==> src/verilog/opmode_pkg.sv <==
// shared constants and types for the operating-mode controller
package opmode_pkg;

    typedef enum logic [2:0] {
        MODE_INIT,
        MODE_NORMAL,
        MODE_STOP,
        MODE_SLEEP,
        MODE_RESTART
    } op_mode_t;

    // host mode requests
    localparam logic [2:0] REQ_NONE    = 3'h0;
    localparam logic [2:0] REQ_NORMAL  = 3'h1;
    localparam logic [2:0] REQ_STOP    = 3'h2;
    localparam logic [2:0] REQ_SLEEP   = 3'h3;
    localparam logic [2:0] REQ_SOFTRST = 3'h4;

    // recovery frames
    localparam logic [31:0] CRC_ON_FRAME  = 32'h67AAAA0E;
    localparam logic [31:0] CRC_OFF_FRAME = 32'hE7AAAAC3;

    // timing
    localparam int CLK_PERIOD_PS        = 4000;
    localparam int STRAP_FILTER_TIME_NS = 10;
    localparam int STRAP_FILTER_CYCLES  =
        (STRAP_FILTER_TIME_NS * 1000 + CLK_PERIOD_PS - 1) / CLK_PERIOD_PS;
    localparam int RESET_DELAY_TIME_US  = 10;
    localparam int RESET_DELAY_CYCLES   =
        (RESET_DELAY_TIME_US * 1000000) / CLK_PERIOD_PS;

    // reset values
    localparam logic CRC_EN_RST = 1'b0;

endpackage

==> src/verilog/strap_if.sv <==
// strap filter handshake between the controller and its filter
interface strap_if;
    logic sample_en;
    logic filt_level;
    modport ctrl (output sample_en, input filt_level);
    modport filt (input sample_en, output filt_level);
endinterface

==> src/verilog/operating_mode_controller.sv <==
// operating-mode controller: mode state, per-function enables, crc strap and recovery
//
// Summary of operation
// - strap pulled low enables crc, open disables
// - sample strap: init/restart, supply ok, por, reset low
// - filter strap in delay, latch at reset rise
// - frame 67AAAA0E turns crc on
// - frame E7AAAAC3 turns crc off
// - power-on enters init, waits for host
// - init: watchdog fixed, long window after reset
// - init: drivers, pump, sense, can, cyclic off
// - development mode turns can on in init
// - normal: regulator on, all functions configurable
// - normal: supervision and monitoring enabled
// - normal: cyclic sense and wake configurable
// - stop: regulator on in low power
// - stop: reject writes except exempt ones
// - stop: wake events interrupt, never change mode
// - stop: settings frozen, bridge pump sense off
// - stop: low-side braking still possible
// - sleep: regulator, watchdog, bridge, pump, sense off; rest frozen
// - sleep: low-side braking still possible
// - restart: reset asserted, functions off
module operating_mode_controller
    import opmode_pkg::*;
#(
    parameter int RESET_DELAY = RESET_DELAY_CYCLES,
    parameter int FILT_CYCLES = STRAP_FILTER_CYCLES
) (
    input  wire logic        clk,
    input  wire logic        rst_b,
    input  wire logic        crc_strap_pin,
    input  wire logic        regulator_above_threshold,
    input  wire logic        por_flag,
    input  wire logic        sw_dev_mode,
    input  wire logic        restart_event,
    input  wire logic        wake_event,
    input  wire logic        park_brake_event,
    input  wire logic        ov_brake_event,
    input  wire logic        frame_valid,
    input  wire logic [31:0] frame_data,
    input  wire logic        write_req,
    input  wire logic        write_exempt,
    input  wire logic [2:0]  mode_req,
    input  wire logic        cfg_watchdog_unit,
    input  wire logic        cfg_high_side_switches,
    input  wire logic        cfg_bridge_drivers,
    input  wire logic        cfg_charge_pump,
    input  wire logic        cfg_current_sense_amplifier,
    input  wire logic        cfg_can,
    input  wire logic        cfg_can_wake_capable,
    input  wire logic        cfg_cyclic_sense,
    input  wire logic        cfg_cyclic_wake,
    input  wire logic        low_side_brake_req,
    output logic [2:0]       mode_state,
    output logic             reset_output_low_active,
    output logic             crc_enable,
    output logic             main_regulator_output,
    output logic             main_regulator_low_power,
    output logic             watchdog_unit_en,
    output logic             watchdog_long_window,
    output logic             watchdog_config_allowed,
    output logic             high_side_switches_en,
    output logic             bridge_drivers_en,
    output logic             bridge_low_side_en,
    output logic             charge_pump_en,
    output logic             current_sense_amplifier_en,
    output logic             can_en,
    output logic             can_wake_capable,
    output logic             cyclic_sense_en,
    output logic             cyclic_wake_en,
    output logic             supervision_en,
    output logic             write_rejected,
    output logic             wake_interrupt
);
    ////////////////////////////////////////////////////////////////////////////////
    // mode state

    op_mode_t state_reg;
    op_mode_t state_next;
    logic     rst_out_reg;
    logic     rst_out_next;
    localparam int DW = $clog2(RESET_DELAY + 1);

    logic [DW-1:0] delay_reg;

    wire delay_done = (delay_reg == DW'(RESET_DELAY - 1));
    wire in_init    = (state_reg == MODE_INIT);
    wire in_normal  = (state_reg == MODE_NORMAL);
    wire in_stop    = (state_reg == MODE_STOP);
    wire in_sleep   = (state_reg == MODE_SLEEP);
    wire in_restart = (state_reg == MODE_RESTART);

    always_comb begin
        state_next = state_reg;
        case (state_reg)
            MODE_INIT: begin
                // wait for host to finish startup
                if (rst_out_reg && mode_req == REQ_NORMAL) begin
                    state_next = MODE_NORMAL;
                end
            end
            MODE_NORMAL: begin
                if (restart_event) begin
                    state_next = MODE_RESTART;
                end else if (mode_req == REQ_STOP) begin
                    state_next = MODE_STOP;
                end else if (mode_req == REQ_SLEEP) begin
                    state_next = MODE_SLEEP;
                end else if (mode_req == REQ_SOFTRST) begin
                    state_next = MODE_INIT;
                end
            end
            MODE_STOP: begin
                // wake events never leave stop; only host request or restart event does
                if (restart_event) begin
                    state_next = MODE_RESTART;
                end else if (mode_req == REQ_NORMAL) begin
                    state_next = MODE_NORMAL;
                end else if (mode_req == REQ_SOFTRST) begin
                    state_next = MODE_INIT;
                end
            end
            MODE_SLEEP: begin
                if (wake_event || restart_event) begin
                    state_next = MODE_RESTART;
                end
            end
            MODE_RESTART: begin
                if (rst_out_reg) begin
                    state_next = MODE_NORMAL;
                end
            end
            default: state_next = MODE_INIT;
        endcase
    end

    // reset output held low through the delay in init and restart
    wire need_delay = (in_init || in_restart) && !rst_out_reg;
    assign rst_out_next = (state_next == MODE_RESTART && !in_restart) ? 1'b0 :
                          (state_next == MODE_INIT && !in_init) ? 1'b0 :
                          (need_delay && delay_done && regulator_above_threshold) ? 1'b1 :
                          rst_out_reg;

    always_ff @(posedge clk or negedge rst_b) begin
        if (!rst_b) begin
            state_reg <= MODE_INIT;
        end else begin
            state_reg <= state_next;
        end
    end

    always_ff @(posedge clk or negedge rst_b) begin
        if (!rst_b) begin
            rst_out_reg <= 1'b0;
        end else begin
            rst_out_reg <= rst_out_next;
        end
    end

    always_ff @(posedge clk or negedge rst_b) begin
        if (!rst_b) begin
            delay_reg <= '0;
        end else if (!need_delay || !regulator_above_threshold || delay_done) begin
            delay_reg <= '0;
        end else begin
            delay_reg <= delay_reg + 1'b1;
        end
    end

    ////////////////////////////////////////////////////////////////////////////////
    // crc strap and recovery frames

    strap_if sif ();

    strap_filter #(
        .FILT_CYCLES (FILT_CYCLES)
    ) u_filter (
        .clk         (clk),
        .rst_b       (rst_b),
        .strap_level (crc_strap_pin),
        .sif         (sif)
    );

    logic crc_reg;
    logic crc_next;
    logic rst_out_d_reg;

    assign sif.sample_en = (in_init || in_restart) && regulator_above_threshold
                         && por_flag && !rst_out_reg;

    wire rst_rise   = rst_out_reg && !rst_out_d_reg;
    wire latch_ok   = rst_rise && (in_init || in_restart) && por_flag;
    // low level means pulled down, which enables crc
    wire strap_crc  = !sif.filt_level;
    wire frame_on   = frame_valid && in_normal && (frame_data == CRC_ON_FRAME);
    wire frame_off  = frame_valid && in_normal && (frame_data == CRC_OFF_FRAME);

    assign crc_next = latch_ok ? strap_crc :
                      frame_on ? 1'b1 :
                      frame_off ? 1'b0 :
                      crc_reg;

    always_ff @(posedge clk or negedge rst_b) begin
        if (!rst_b) begin
            crc_reg       <= CRC_EN_RST;
            rst_out_d_reg <= 1'b0;
        end else begin
            crc_reg       <= crc_next;
            rst_out_d_reg <= rst_out_reg;
        end
    end

    ////////////////////////////////////////////////////////////////////////////////
    // per-function enables; frozen values live in the config inputs, which the
    // host must not change in stop or sleep

    wire cfg_mode = in_normal;
    wire frz_mode = in_stop || in_sleep;
    wire wd_next  = in_init || (cfg_mode && cfg_watchdog_unit)
                  || (in_stop && cfg_watchdog_unit);
    wire hs_next  = (cfg_mode || frz_mode) && cfg_high_side_switches;
    wire bd_next  = cfg_mode && cfg_bridge_drivers;
    wire ls_next  = (cfg_mode && cfg_bridge_drivers)
                  || (frz_mode && low_side_brake_req);
    wire cp_next  = cfg_mode && cfg_charge_pump;
    wire csa_next = cfg_mode && cfg_current_sense_amplifier;
    wire can_next = (in_init && sw_dev_mode) || ((cfg_mode || in_stop) && cfg_can)
                  || (in_sleep && cfg_can && !cfg_can_wake_capable);
    wire canw_nxt = in_sleep && cfg_can && cfg_can_wake_capable;
    wire cs_next  = (cfg_mode || frz_mode) && cfg_cyclic_sense;
    wire cw_next  = (cfg_mode || frz_mode) && cfg_cyclic_wake;
    wire reg_next = !in_sleep;
    wire lp_next  = in_stop;
    wire rej_next = in_stop && write_req && !write_exempt;
    wire irq_next = in_stop && (wake_event || park_brake_event || ov_brake_event);

    always_ff @(posedge clk or negedge rst_b) begin
        if (!rst_b) begin
            mode_state                 <= 3'h0;
            reset_output_low_active    <= 1'b0;
            crc_enable                 <= CRC_EN_RST;
            main_regulator_output      <= 1'b1;
            main_regulator_low_power   <= 1'b0;
            watchdog_unit_en           <= 1'b0;
            watchdog_long_window       <= 1'b0;
            watchdog_config_allowed    <= 1'b0;
            high_side_switches_en      <= 1'b0;
            bridge_drivers_en          <= 1'b0;
            bridge_low_side_en         <= 1'b0;
            charge_pump_en             <= 1'b0;
            current_sense_amplifier_en <= 1'b0;
            can_en                     <= 1'b0;
            can_wake_capable           <= 1'b0;
            cyclic_sense_en            <= 1'b0;
            cyclic_wake_en             <= 1'b0;
            supervision_en             <= 1'b0;
            write_rejected             <= 1'b0;
            wake_interrupt             <= 1'b0;
        end else begin
            mode_state                 <= state_reg;
            reset_output_low_active    <= rst_out_reg;
            crc_enable                 <= crc_reg;
            main_regulator_output      <= reg_next;
            main_regulator_low_power   <= lp_next;
            watchdog_unit_en           <= wd_next && rst_out_reg;
            watchdog_long_window       <= in_init && rst_out_reg;
            watchdog_config_allowed    <= cfg_mode;
            high_side_switches_en      <= hs_next;
            bridge_drivers_en          <= bd_next;
            bridge_low_side_en         <= ls_next;
            charge_pump_en             <= cp_next;
            current_sense_amplifier_en <= csa_next;
            can_en                     <= can_next;
            can_wake_capable           <= canw_nxt;
            cyclic_sense_en            <= cs_next;
            cyclic_wake_en             <= cw_next;
            supervision_en             <= cfg_mode;
            write_rejected             <= rej_next;
            wake_interrupt             <= irq_next;
        end
    end
endmodule

==> src/verilog/strap_filter.sv <==
// strap level filter, running only while sample_en is high
module strap_filter
    import opmode_pkg::*;
#(
    parameter int FILT_CYCLES = STRAP_FILTER_CYCLES
) (
    input  wire logic clk,
    input  wire logic rst_b,
    input  wire logic strap_level,
    strap_if.filt     sif
);
    localparam int CW = $clog2(FILT_CYCLES + 1);

    logic [CW-1:0] cnt_reg;
    logic          filt_reg;
    wire           differs = (strap_level != filt_reg);
    wire           done    = (cnt_reg == CW'(FILT_CYCLES - 1));

    // level must stand a full filter time before it is taken
    always_ff @(posedge clk or negedge rst_b) begin
        if (!rst_b) begin
            cnt_reg  <= '0;
            filt_reg <= 1'b1;
        end else if (!sif.sample_en || !differs) begin
            cnt_reg <= '0;
        end else if (done) begin
            cnt_reg  <= '0;
            filt_reg <= strap_level;
        end else begin
            cnt_reg <= cnt_reg + 1'b1;
        end
    end

    assign sif.filt_level = filt_reg;
endmodule

==> config.mk <==
export PLATFORM = sky130hd
export DESIGN_NAME = operating_mode_controller
export DESIGN_NICKNAME = d
export VERILOG_FILES = /design/src/verilog/opmode_pkg.sv /design/src/verilog/strap_if.sv /design/src/verilog/operating_mode_controller.sv /design/src/verilog/strap_filter.sv
export SDC_FILE = /design/constraint.sdc
export NUM_CORES = 1
export LEC_CHECK = 0
export BUFFER_PORTS_ARGS = -buffer_cell sky130_fd_sc_hd__clkbuf_2
export CORE_UTILIZATION = 34
export DETAILED_ROUTE_END_ITERATION = 8
export GPL_TIMING_DRIVEN = 0
export PLACE_DENSITY = 0.71
export SLEW_MARGIN = 20
export SYNTH_ARGS = -nofsm -noshare
export SYNTH_HDL_FRONTEND = slang
export SYNTH_SLANG_ARGS = --single-unit
==> constraint.sdc <==
create_clock -name clk -period 1.8 [get_ports clk]
set_input_delay 0.18 -clock clk [delete_from_list [all_inputs] [get_ports clk]]
set_output_delay 0.18 -clock clk [all_outputs]
set_load 0.05 [all_outputs]
==> key figures, run 1 <==
Cells and area
  – Flip-flop count of the largest register after layout: 12
  – Layout overhead on the synthesized area: 31.9%
  – Antenna Diode Count: 0
  – Total of fill cells in the finished design: 493
  – Sequential standard cell area: 0.00103 mm^2
  – Fraction of final layout cells sized beyond drive strength 1: 39.0%
  – Area occupied by multi-input gates: 758 um^2
  – Layout Cells excl Fill: between 300 and 400
  – Total number of nets in the final design: approximately 310

CTS
  – Post-CTS Hold Buffers: 0
  – Clock sink total: between 40 and 50
  – CTS tree: built
  – Number of buffers added by the clock tree synthesis step: 5
  – CTS clock-pin slew for the worst setup and hold paths: approximately 80 ps
  – Root cell of the clock tree: clkbuf_8
  – Maximum number of buffers from clock root to sink: 2
  – H-tree level count: 2
  – Clock latency on the worst-skew pair: 300 ps

Timing
  – FMAX: just under 600 MHz
  – RSZ-0062 raised after global routing: true
  – Slew at the pin closest to its max-slew limit: 881 ps
  – Tightest slew margin relative to the limit: 41.3%
  – Clock Skew: 7.21 ps
  – Final worst hold slack: -2.26 ps
  – Number of endpoints with negative hold slack in the final report: 2
  – Setup-violating endpoint count in the final report: 0
  – Max Transition Viols Final: 0
  – Final period demand of the worst path: 1730 ps
  – Final Cycle Share: between 90 and 100%

Run status
  – Result of the run: finished with violations
  – Violations in the final reports: negative hold slack

Routing
  – Final routed wirelength across all metal layers: 4.12 mm
  – Number of vias in the routed layout: 1540
  – First-iteration detailed-routing DRC count: 107
  – Detailed-routing iteration count for the pre-antenna-repair pass: 4
  – DRC Markers: 0
  – WL per Instance: 12.7 um
  – Post-DRT Antenna Nets: 0
  – Vias per std cell: 4.75

Global routing
  – Wire length of the first global-routing pass: approximately 6.4 mm
  – Maximum number of pins on one net before global-route repair: 42
  – GRT Resource Usage Total: between 10% and 20%
  – Aggregate global routing overflow: 0
  – Via count of the first global-routing pass: 1384
  – Number of antenna violations at the first check in global routing: 0

Die
  – Starting density of the core: 35.6%
  – I/O pin count: 80
  – Area of the die: roughly 0.0057 mm^2
  – Die span in x: approximately 76 um
  – Core region area: 0.00517 mm^2
  – Overall die height: 75.6 um
  – Floorplan row count: 26

Worst setup path
  – Buffers plus inverters on the worst setup path: 1
  – Data arrival time of the critical path: 1910 ps
  – Largest incremental delay on the critical path: 420 ps
  – Largest driver fanout on the critical path: 9
  – Crit path required time: between 1500 and 2000 ps
  – Cell type group with the largest total delay on the critical path: simple AND/OR/NAND/NOR gates
  – CP Capture Type: flop
  – Master of the slowest instance on the critical path: or4_1
  – Classification of the worst setup path: flop to flop
  – Cell breakdown of the critical path: buf_6 -> nor3b_4 -> nand4b_1 -> or4_1 -> a221o_1
  – Sort of element at the start of the critical path: flop

Power and ir drop
  – Max VDD drop: 0.305 mV
  – Design Power: about 1.7 mW
  – Cell Pwr Density: 701 mW/mm^2
  – Static Leak: 1.25 nW

Yosys
  – Async set-or-reset flop fraction in the synthesized netlist: 100%
  – Library cells used by synthesis: 47
  – Mean Syn Cell Area: 11.1 um^2
  – Count of flip-flops with a built-in enable after synthesis: 0
  – Nets in the synthesized netlist: 225
  – Post-synthesis instance area: about 0.0018 mm^2
  – Post-Syn Instances: 166
  – Seq/Total Area, Yosys: 55.8%
  – Yosys warning count: 0
  – Top FF cell, synth: dfrtp_1
  – Count of state elements after synthesis: just over 40

Place
  – Routability Congestion: 0.786
  – Final HPWL from detailed placement: 3.17 mm
  – Port Buffers: 79
  – Placed Cells incl. Taps: 315

Job
  – Max cap viols: 0

Worst hold path
  – Worst hold-check path type: primary input to async pin
-- layer usage --
| metal | track usage (%) | vias up | wire [um] | share of wire [%] |
|---|---|---|---|---|
| met5 | 0 | - | 0 | 0 |
| met4 | 5.56 | 0 | 53 | 1.3 |
| met1 | 21.6 | 720 | 1900 | 46 |
| met3 | 3.57 | 7 | 173 | 4.2 |
| met2 | 23.3 | 38 | 1990 | 48 |
| li1 | - | 775 | - | - |
-- metrics by stage --
step	TNS [ps]	cell area, um^2	hold WS, ps	worst slack (ps)	utilization [%]
after CTS	0	2430	68.0	38.5	47.0
after detailed placement	-758	2320	358	-158	44.9
final	0	2430	-2.26	68.2	47.0
after global routing	-145	2430	77.5	-36.0	47.0
after floorplan	0	1840	-116	79.4	-
after global placement	-159	2320	354	-122	44.9
-- layout make-up --
type	instances	share of cell area, %
multi-input cells	114	31.2
plain buffers	6	1.80
flip-flops and latches	41	42.3
well taps	70	3.60
clock buffers	5	2.83
clock inverters	3	0.875
inverters	5	0.772
repair buffers	80	16.6
-- cell usage in the layout, fill, tap and decap left out, types with 4 or more instances in the layout --
master,count
nand2_1,10
nor3b_1,5
dfrtp_1,39
nor4b_1,4
clkbuf_2,79
nand3_1,5
nor3_1,5
clkbuf_8,5
xnor2_1,5
nor2_1,15
and3_1,6
nor4bb_1,4
nand4_1,5
xor2_1,6
inv_1,5
-- cell families after synthesis --
group           Yosys count  share of synthesized area [%]
fa+ha+maj                 1                          0.679
flops                    41                           55.8
simple gates             83                           27.7
compound gates           18                           6.79
mux                       1                          0.611
xor+xnor                 11                           5.23
buf+inv                  11                           3.12
-- synthesized netlist by cell type, types with 2 or more instances --
library cell / count / share of area [%]
xor2_1: 6 / 2.9
inv_1: 5 / 1.0
nor4_1: 2 / 0.68
and3_1: 6 / 2.0
or3_1: 3 / 1.0
nor3_1: 5 / 1.4
and4_1: 2 / 0.95
nor4b_1: 4 / 1.9
a31oi_1: 3 / 1.0
buf_4: 2 / 0.81
nor3b_1: 5 / 2.0
nand3_1: 5 / 1.4
nor2_1: 16 / 3.3
nor2b_1: 3 / 1.0
nand4_1: 5 / 1.7
dfstp_2: 2 / 2.9
a21oi_1: 2 / 0.54
nand4b_1: 2 / 0.95
nor4bb_1: 4 / 2.2
and2_1: 3 / 1.0
nand2_1: 10 / 2.0
xnor2_1: 5 / 2.4
clkbuf_1: 2 / 0.41
dfrtp_1: 39 / 53
o21ai_0: 3 / 0.81
-- final timing paths --
path | from | end | slack [ps] | cells past startpoint
min in group clk | cfg_current_sense_amplifier | current_sense_amplifier_en | 80 | 2
hold reg to reg | crc_reg | crc_enable | 380 | 0
max in group asynchronous | rst_b | wake_interrupt | 1250 | 1
setup reg to reg | state_reg[2] | crc_reg | 70 | 5
setup / recovery | state_reg[2] | crc_reg | 70 | 5
hold / removal | rst_b | delay_reg[5] | -2 | 1
-- where the power goes --
part | total (mW) | switching, mW | leakage, nW | internal, mW
registers | 0.945 | 0.00979 | 0.559 | 0.935
clock network | 0.601 | 0.326 | 0.0445 | 0.275
logic | 0.158 | 0.0846 | 0.651 | 0.0737
-- what timing repair did --
action / 4_1_cts / 5_1_grt
cloned: 0 / 0
endpoints found under the setup margin: 12 / 10
pin swaps: 3 / 0
gates resized for setup: 2 / 2
setup buffers: 1 / 0
Note: power is estimated with default switching activity, not from simulation.
==> run 2, diff against run 1 <==
--- a/config.mk
+++ b/config.mk
@@ -6,7 +6,9 @@
 export NUM_CORES = 1
 export LEC_CHECK = 0
 export BUFFER_PORTS_ARGS = -buffer_cell sky130_fd_sc_hd__clkbuf_2
+export CAP_MARGIN = 15
 export CORE_UTILIZATION = 34
+export CTS_BUF_LIST = sky130_fd_sc_hd__clkbuf_16
 export DETAILED_ROUTE_END_ITERATION = 8
 export GPL_TIMING_DRIVEN = 0
 export PLACE_DENSITY = 0.71
==> run 2 against run 1 <==
Effect of this change:
- the run now ends clean
- largest cell class unchanged
- final cell count is 0.62% higher
- power rose by 16%
- count of clock-buffer cells in the layout unchanged
- combinational power hardly changed
- routed wire length is 2.0% higher
- critical path type unchanged
- maximum frequency fell by 0.45%
- flip-flop and latch count stayed put
- non-clock buffer count up 2
- die area unchanged
- worst setup slack got worse by 7.8 ps
- via count is 0.32% higher
- global-route usage up 0.54 points
==> key figures, run 2 (synthesized netlist as in run 1, its figures left out) <==
CTS
  – Root cell of the clock tree: clkbuf_16
  – CTS clock-pin slew for the worst setup and hold paths: 60 ps
  – Maximum number of buffers from clock root to sink: 2
  – Number of buffers added by the clock tree synthesis step: 5
  – CTS tree: built
  – H-tree level count: 2
  – Post-CTS Hold Buffers: 0
  – Clock sink total: between 40 and 50
  – Clock latency on the worst-skew pair: ~280 ps

Routing
  – Vias per std cell: roughly 4.7
  – Post-DRT Antenna Nets: 0
  – DRC Markers: 0
  – WL per Instance: 12.9 um
  – Number of vias in the routed layout: around 1500
  – Detailed-routing iteration count for the pre-antenna-repair pass: 4
  – First-iteration detailed-routing DRC count: 104
  – Final routed wirelength across all metal layers: 4.21 mm

Timing
  – Smallest setup slack after layout: 60.3 ps
  – Final period demand of the worst path: 1740 ps
  – Tightest slew margin relative to the limit: 40.2%
  – RSZ-0062 raised after global routing: true
  – Number of endpoints with negative hold slack in the final report: 0
  – Clock Skew: 3.06 ps
  – Slew at the pin closest to its max-slew limit: 898 ps
  – Setup-violating endpoint count in the final report: 0
  – Max Transition Viols Final: 0
  – Final Cycle Share: a little over nine tenths
  – FMAX: 575 MHz

Worst setup path
  – R2R Path End: crc_reg
  – Crit path required time: ~2000 ps
  – R2R Path Start: state_reg[2]
  – Cell breakdown of the critical path: buf_6 -> nor3b_4 -> nand4b_1 -> or4_1 -> a221o_1
  – CP Capture Type: flop
  – Classification of the worst setup path: flop to flop
  – Sort of element at the start of the critical path: flop
  – Master of the slowest instance on the critical path: or4_1
  – Number of cells traversed by the worst register-to-register path: 5
  – Largest driver fanout on the critical path: 9
  – Largest incremental delay on the critical path: 420 ps
  – Data arrival time of the critical path: 1900 ps
  – R2R setup slack: 60 ps

Die
  – Starting density of the core: 35.6%
  – Die span in x: 75.6 um
  – Core region area: ~0.0052 mm^2
  – Overall die height: 75.6 um
  – Area of the die: 0.00572 mm^2
  – Floorplan row count: 26
  – I/O pin count: 80

Worst hold path
  – Worst hold-check path type: primary input to async pin

Global routing
  – Layer with the highest usage after global routing: met2
  – Met3 track demand over resource in global routing: 4.76%
  – GRT Resource Usage Total: 15.9%
  – Via count of the first global-routing pass: 1376
  – Maximum number of pins on one net before global-route repair: 42
  – Wire length of the first global-routing pass: 6.51 mm
  – Number of antenna violations at the first check in global routing: 0
  – Aggregate global routing overflow: 0
  – Met2 demand-to-capacity share in global routing: 23.8%
  – Global Route met1 Usage: 21.5%

Cells and area
  – Antenna Diode Count: 0
  – Flip-flop count of the largest register after layout: 12
  – Total number of nets in the final design: 314
  – Layout Cells excl Fill: ~330
  – Most frequent standard cell in the layout excluding fill and tap cells: clkbuf_2
  – Fraction of final layout cells sized beyond drive strength 1: around two fifths
  – Layout overhead on the synthesized area: 36.3%
  – Total of fill cells in the finished design: 480
  – Commonest cells after routing, fill and taps aside: clkbuf_2, dfrtp_1, nor2_1

Place
  – Placed Cells incl. Taps: 315
  – Routability Congestion: roughly 0.79
  – Place WS: -158 ps
  – Port Buffers: slightly below 80
  – Final HPWL from detailed placement: 3.17 mm

Run status
  – Result of the run: complete, no violations

Power and ir drop
  – Cell Pwr Density: 789 mW/mm^2
  – Static Leak: 1.29 nW
  – Max VDD drop: 0.402 mV

Job
  – Max cap viols: 0
## run 2: worst max path at each step
stage / start / end / slack (ps)
6_report: state_reg[2] / crc_reg / 60
4_1_cts: state_reg[2] / crc_reg / 40
3_3_place_gp: state_reg[2] / crc_reg / -120
3_5_place_dp: state_reg[2] / crc_reg / -160
2_1_floorplan: state_reg[2] / crc_reg / 80
5_1_grt: state_reg[2] / crc_reg / -20
## run 2: worst max-delay path, delay by kind of cell (launching register included)
family	cells	cell delay (ps)
AND/OR/NAND/NOR	3	800
flip-flops	1	380
AO/OA/AOI/OAI	1	300
buffers and inverters	1	140
## run 2: through the flow
step	total power, mW	hold slack, ps	util (%)	setup TNS (ps)	instance area [um^2]
6_report	1.98	25.4	48.5	0	2510
5_1_grt	2.07	99.6	48.5	-24.7	2510
4_1_cts	2.01	90.8	48.0	0	2480
3_5_place_dp	1.12	358	44.9	-758	2320
3_3_place_gp	1.12	354	44.9	-159	2320
2_1_floorplan	1.02	-116	-	0	1840
## run 2: where the power goes
part / switching (mW) / internal, mW
sequential: 0.00980 / 0.937
combinational: 0.0851 / 0.0744
clock: 0.359 / 0.515
## run 2: timing repair
item                                    in CTS  in global routing
buffers inserted                             1                  2
gates resized for setup                      2                  6
endpoints found under the setup margin      12                 11
pin swaps                                    3                  1
## run 2: layout make-up
cell class | count | area (um^2) | share of cell area [%]
multi-input combinational | 114 | 763 | 30.4
clock buffer | 5 | 125 | 4.99
timing repair buffer | 82 | 418 | 16.7
sequential | 41 | 1030 | 41.0
tap | 70 | 87.6 | 3.49
clock inverter | 3 | 21.3 | 0.847
inverter | 5 | 18.8 | 0.748
buffer | 6 | 46.3 | 1.84
## run 2: metal layers
layer	up-vias	share of wire, %
li1	776	-
met1	719	44
met2	44	49
met3	6	5.8
met4	0	1.7
met5	-	0
==> run 3, diff against run 2 <==
--- a/config.mk
+++ b/config.mk
@@ -11,7 +11,6 @@
 export CTS_BUF_LIST = sky130_fd_sc_hd__clkbuf_16
 export DETAILED_ROUTE_END_ITERATION = 8
 export GPL_TIMING_DRIVEN = 0
-export PLACE_DENSITY = 0.71
 export SLEW_MARGIN = 20
 export SYNTH_ARGS = -nofsm -noshare
 export SYNTH_HDL_FRONTEND = slang
==> constraint.sdc (replaced) <==
create_clock -name clk -period 1.93 [get_ports clk]
set_input_delay 0.193 -clock clk [delete_from_list [all_inputs] [get_ports clk]]
set_output_delay 0.193 -clock clk [all_outputs]
set_load 0.05 [all_outputs]
==> run 3 against run 2 <==
Effect of this change:
- sequential share of layout area hardly changed
- clock power grew 6.2%
- die area stayed put
- combinational power is 9% lower
- design area did not move
- maximum frequency shrank 2.7%
- critical endpoint unchanged
- register-to-register slack better by 80 ps
- critical path depth is the same
- first-iteration DRC count down 55%
- worst setup slack better by 82 ps
- sequential power is 6.7% lower
- flip-flop and latch count did not move
==> key figures, run 3 (synthesized netlist as in run 1, its figures left out) <==
Timing
  – FMAX: 559 MHz
  – Final Cycle Share: 92.6%
  – Tightest slew margin relative to the limit: 41.8%
  – Number of endpoints with negative hold slack in the final report: 0
  – Slew at the pin closest to its max-slew limit: 873 ps
  – Smallest setup slack after layout: 143 ps
  – Setup-violating endpoint count in the final report: 0
  – Max Transition Viols Final: 0
  – Final period demand of the worst path: 1790 ps
  – RSZ-0062 raised after global routing: false
  – Clock Skew: roughly 2.9 ps

Cells and area
  – Commonest cells after routing, fill and taps aside: clkbuf_2, dfrtp_1, nor2_1
  – Flip-flop count of the largest register after layout: 12
  – Total of fill cells in the finished design: 491
  – Layout overhead on the synthesized area: 36.3%
  – Fraction of final layout cells sized beyond drive strength 1: 38.4%
  – Antenna Diode Count: 0
  – Total number of nets in the final design: 313
  – Final core utilization: between 40 and 50%
  – Most frequent standard cell in the layout excluding fill and tap cells: clkbuf_2

Die
  – I/O pin count: 80
  – Starting density of the core: between 30% and 40%
  – Floorplan row count: 26
  – Area of the die: 0.00572 mm^2
  – Overall die height: about 76 um
  – Die span in x: around 76 um
  – Core region area: 0.00517 mm^2

Routing
  – Met3 Wirelength: 149 um
  – DRC Markers: 0
  – Final routed wirelength across all metal layers: 4.05 mm
  – First-iteration detailed-routing DRC count: between 40 and 50
  – Number of vias in the routed layout: 1517
  – Uppermost signal routing layer after detailed routing: met4
  – Vias per std cell: 4.67
  – Detailed-routing iteration count for the pre-antenna-repair pass: 4
  – WL per Instance: 12.5 um
  – Post-DRT Antenna Nets: 0
  – Length of routed met2 wiring: 2.05 mm
  – Routed metal-1 wire length: 1.80 mm

Global routing
  – Maximum number of pins on one net before global-route repair: 42
  – Wire length of the first global-routing pass: 6.41 mm
  – Aggregate global routing overflow: 0
  – Via count of the first global-routing pass: 1375
  – GRT Resource Usage Total: around 15%
  – Number of antenna violations at the first check in global routing: 0

Worst setup path
  – Crit path required time: 2090 ps
  – R2R setup slack: between 100 and 150 ps
  – Cell type group with the largest total delay on the critical path: simple AND/OR/NAND/NOR gates
  – Classification of the worst setup path: flop to flop
  – Data arrival time of the critical path: slightly below 2000 ps
  – Sort of element at the start of the critical path: flop
  – Cell breakdown of the critical path: buf_4 -> nor3b_4 -> nand4b_1 -> or4_1 -> a221o_1
  – CP Capture Type: flop
  – Master of the slowest instance on the critical path: or4_1
  – Largest incremental delay on the critical path: 420 ps
  – Largest driver fanout on the critical path: 9
  – Buffers plus inverters on the worst setup path: 1

Power and ir drop
  – Cell Pwr Density: 779 mW/mm^2
  – Switching Fraction: 20.8%
  – Portion of total power attributed to sequential cells: 45.2%
  – Fraction of power consumed by combinational cells: 7.4%
  – Static Leak: approximately 1.3 nW
  – Fraction of power consumed by the clock network: 47.4%
  – Max VDD drop: 0.464 mV
  – Internal Pwr Total: 1.55 mW
  – Switching component of the power: between 400 and 500 uW

Place
  – Routability Congestion: around 0.75
  – Port Buffers: slightly below 80
  – Place WS: -33.9 ps
  – Final HPWL from detailed placement: 3.06 mm

CTS
  – H-tree level count: 2
  – Clock sink total: 41
  – CTS tree: built
  – Maximum number of buffers from clock root to sink: 2
  – Number of buffers added by the clock tree synthesis step: 5
  – Post-CTS Hold Buffers: 0
  – Root cell of the clock tree: clkbuf_16
  – Clock latency on the worst-skew pair: 280 ps
  – CTS clock-pin slew for the worst setup and hold paths: 60 ps

Job
  – Max cap viols: 0

Worst hold path
  – Worst hold-check path type: primary input to async pin

Run status
  – Result of the run: complete, no violations
-- run 3: path summary, 6_finish.rpt --
check / startpoint / to / cells after the start
max: state_reg[0] / crc_reg / 5
min: rst_b / delay_reg[11] / 1
max reg2reg: state_reg[0] / crc_reg / 5
min reg2reg: crc_reg / crc_enable / 0
max in group asynchronous: rst_b / crc_enable / 1
min in group clk: cfg_charge_pump / charge_pump_en / 2
-- run 3: layout make-up --
cell class	instances	area, um^2	share of cell area (%)
clock inverter	3	42.5	1.69
multi-input combinational	114	758	30.2
buffer	6	38.8	1.55
inverter	5	18.8	0.748
tap	70	87.6	3.49
timing repair buffer	81	410	16.4
sequential	41	1030	41.0
clock buffer	5	125	4.99
-- run 3: stage by stage --
step                      cells  hold WS (ps)  setup TNS (ps)  power (mW)  cell area (um^2)
after floorplan             166          -103               0       0.954              1840
after global placement      315           353           -8.85        1.04              2320
after detailed placement    315           366           -33.9        1.05              2320
after CTS                   324           108               0        1.99              2500
after global routing        325           121               0        2.05              2510
final                       325          30.8               0        1.96              2510
-- run 3: repair_timing --
item | in CTS | in global routing
setup endpoints to repair | 1 | 12
pin swaps | 3 | 0
hold endpoints to repair | 0 | 0
gates resized for setup | 0 | 1
setup buffers | 1 | 1
-- run 3: power groups by stage --
stage          sequential (mW)  combinational [mW]  clock [mW]
2_1_floorplan            0.910              0.0449           0
3_3_place_gp             0.898               0.146           0
3_5_place_dp             0.898               0.148           0
4_1_cts                  0.883               0.149       0.961
5_1_grt                  0.885               0.165       0.999
6_report                 0.884               0.145       0.928
-- run 3: per-layer routing --
layer  vias to the layer above  global-route usage [%]
met5                         -                       0
met4                         0                    6.17
met3                         5                    3.84
met2                        24                    23.5
met1                       714                    20.5
li1                        774                       -
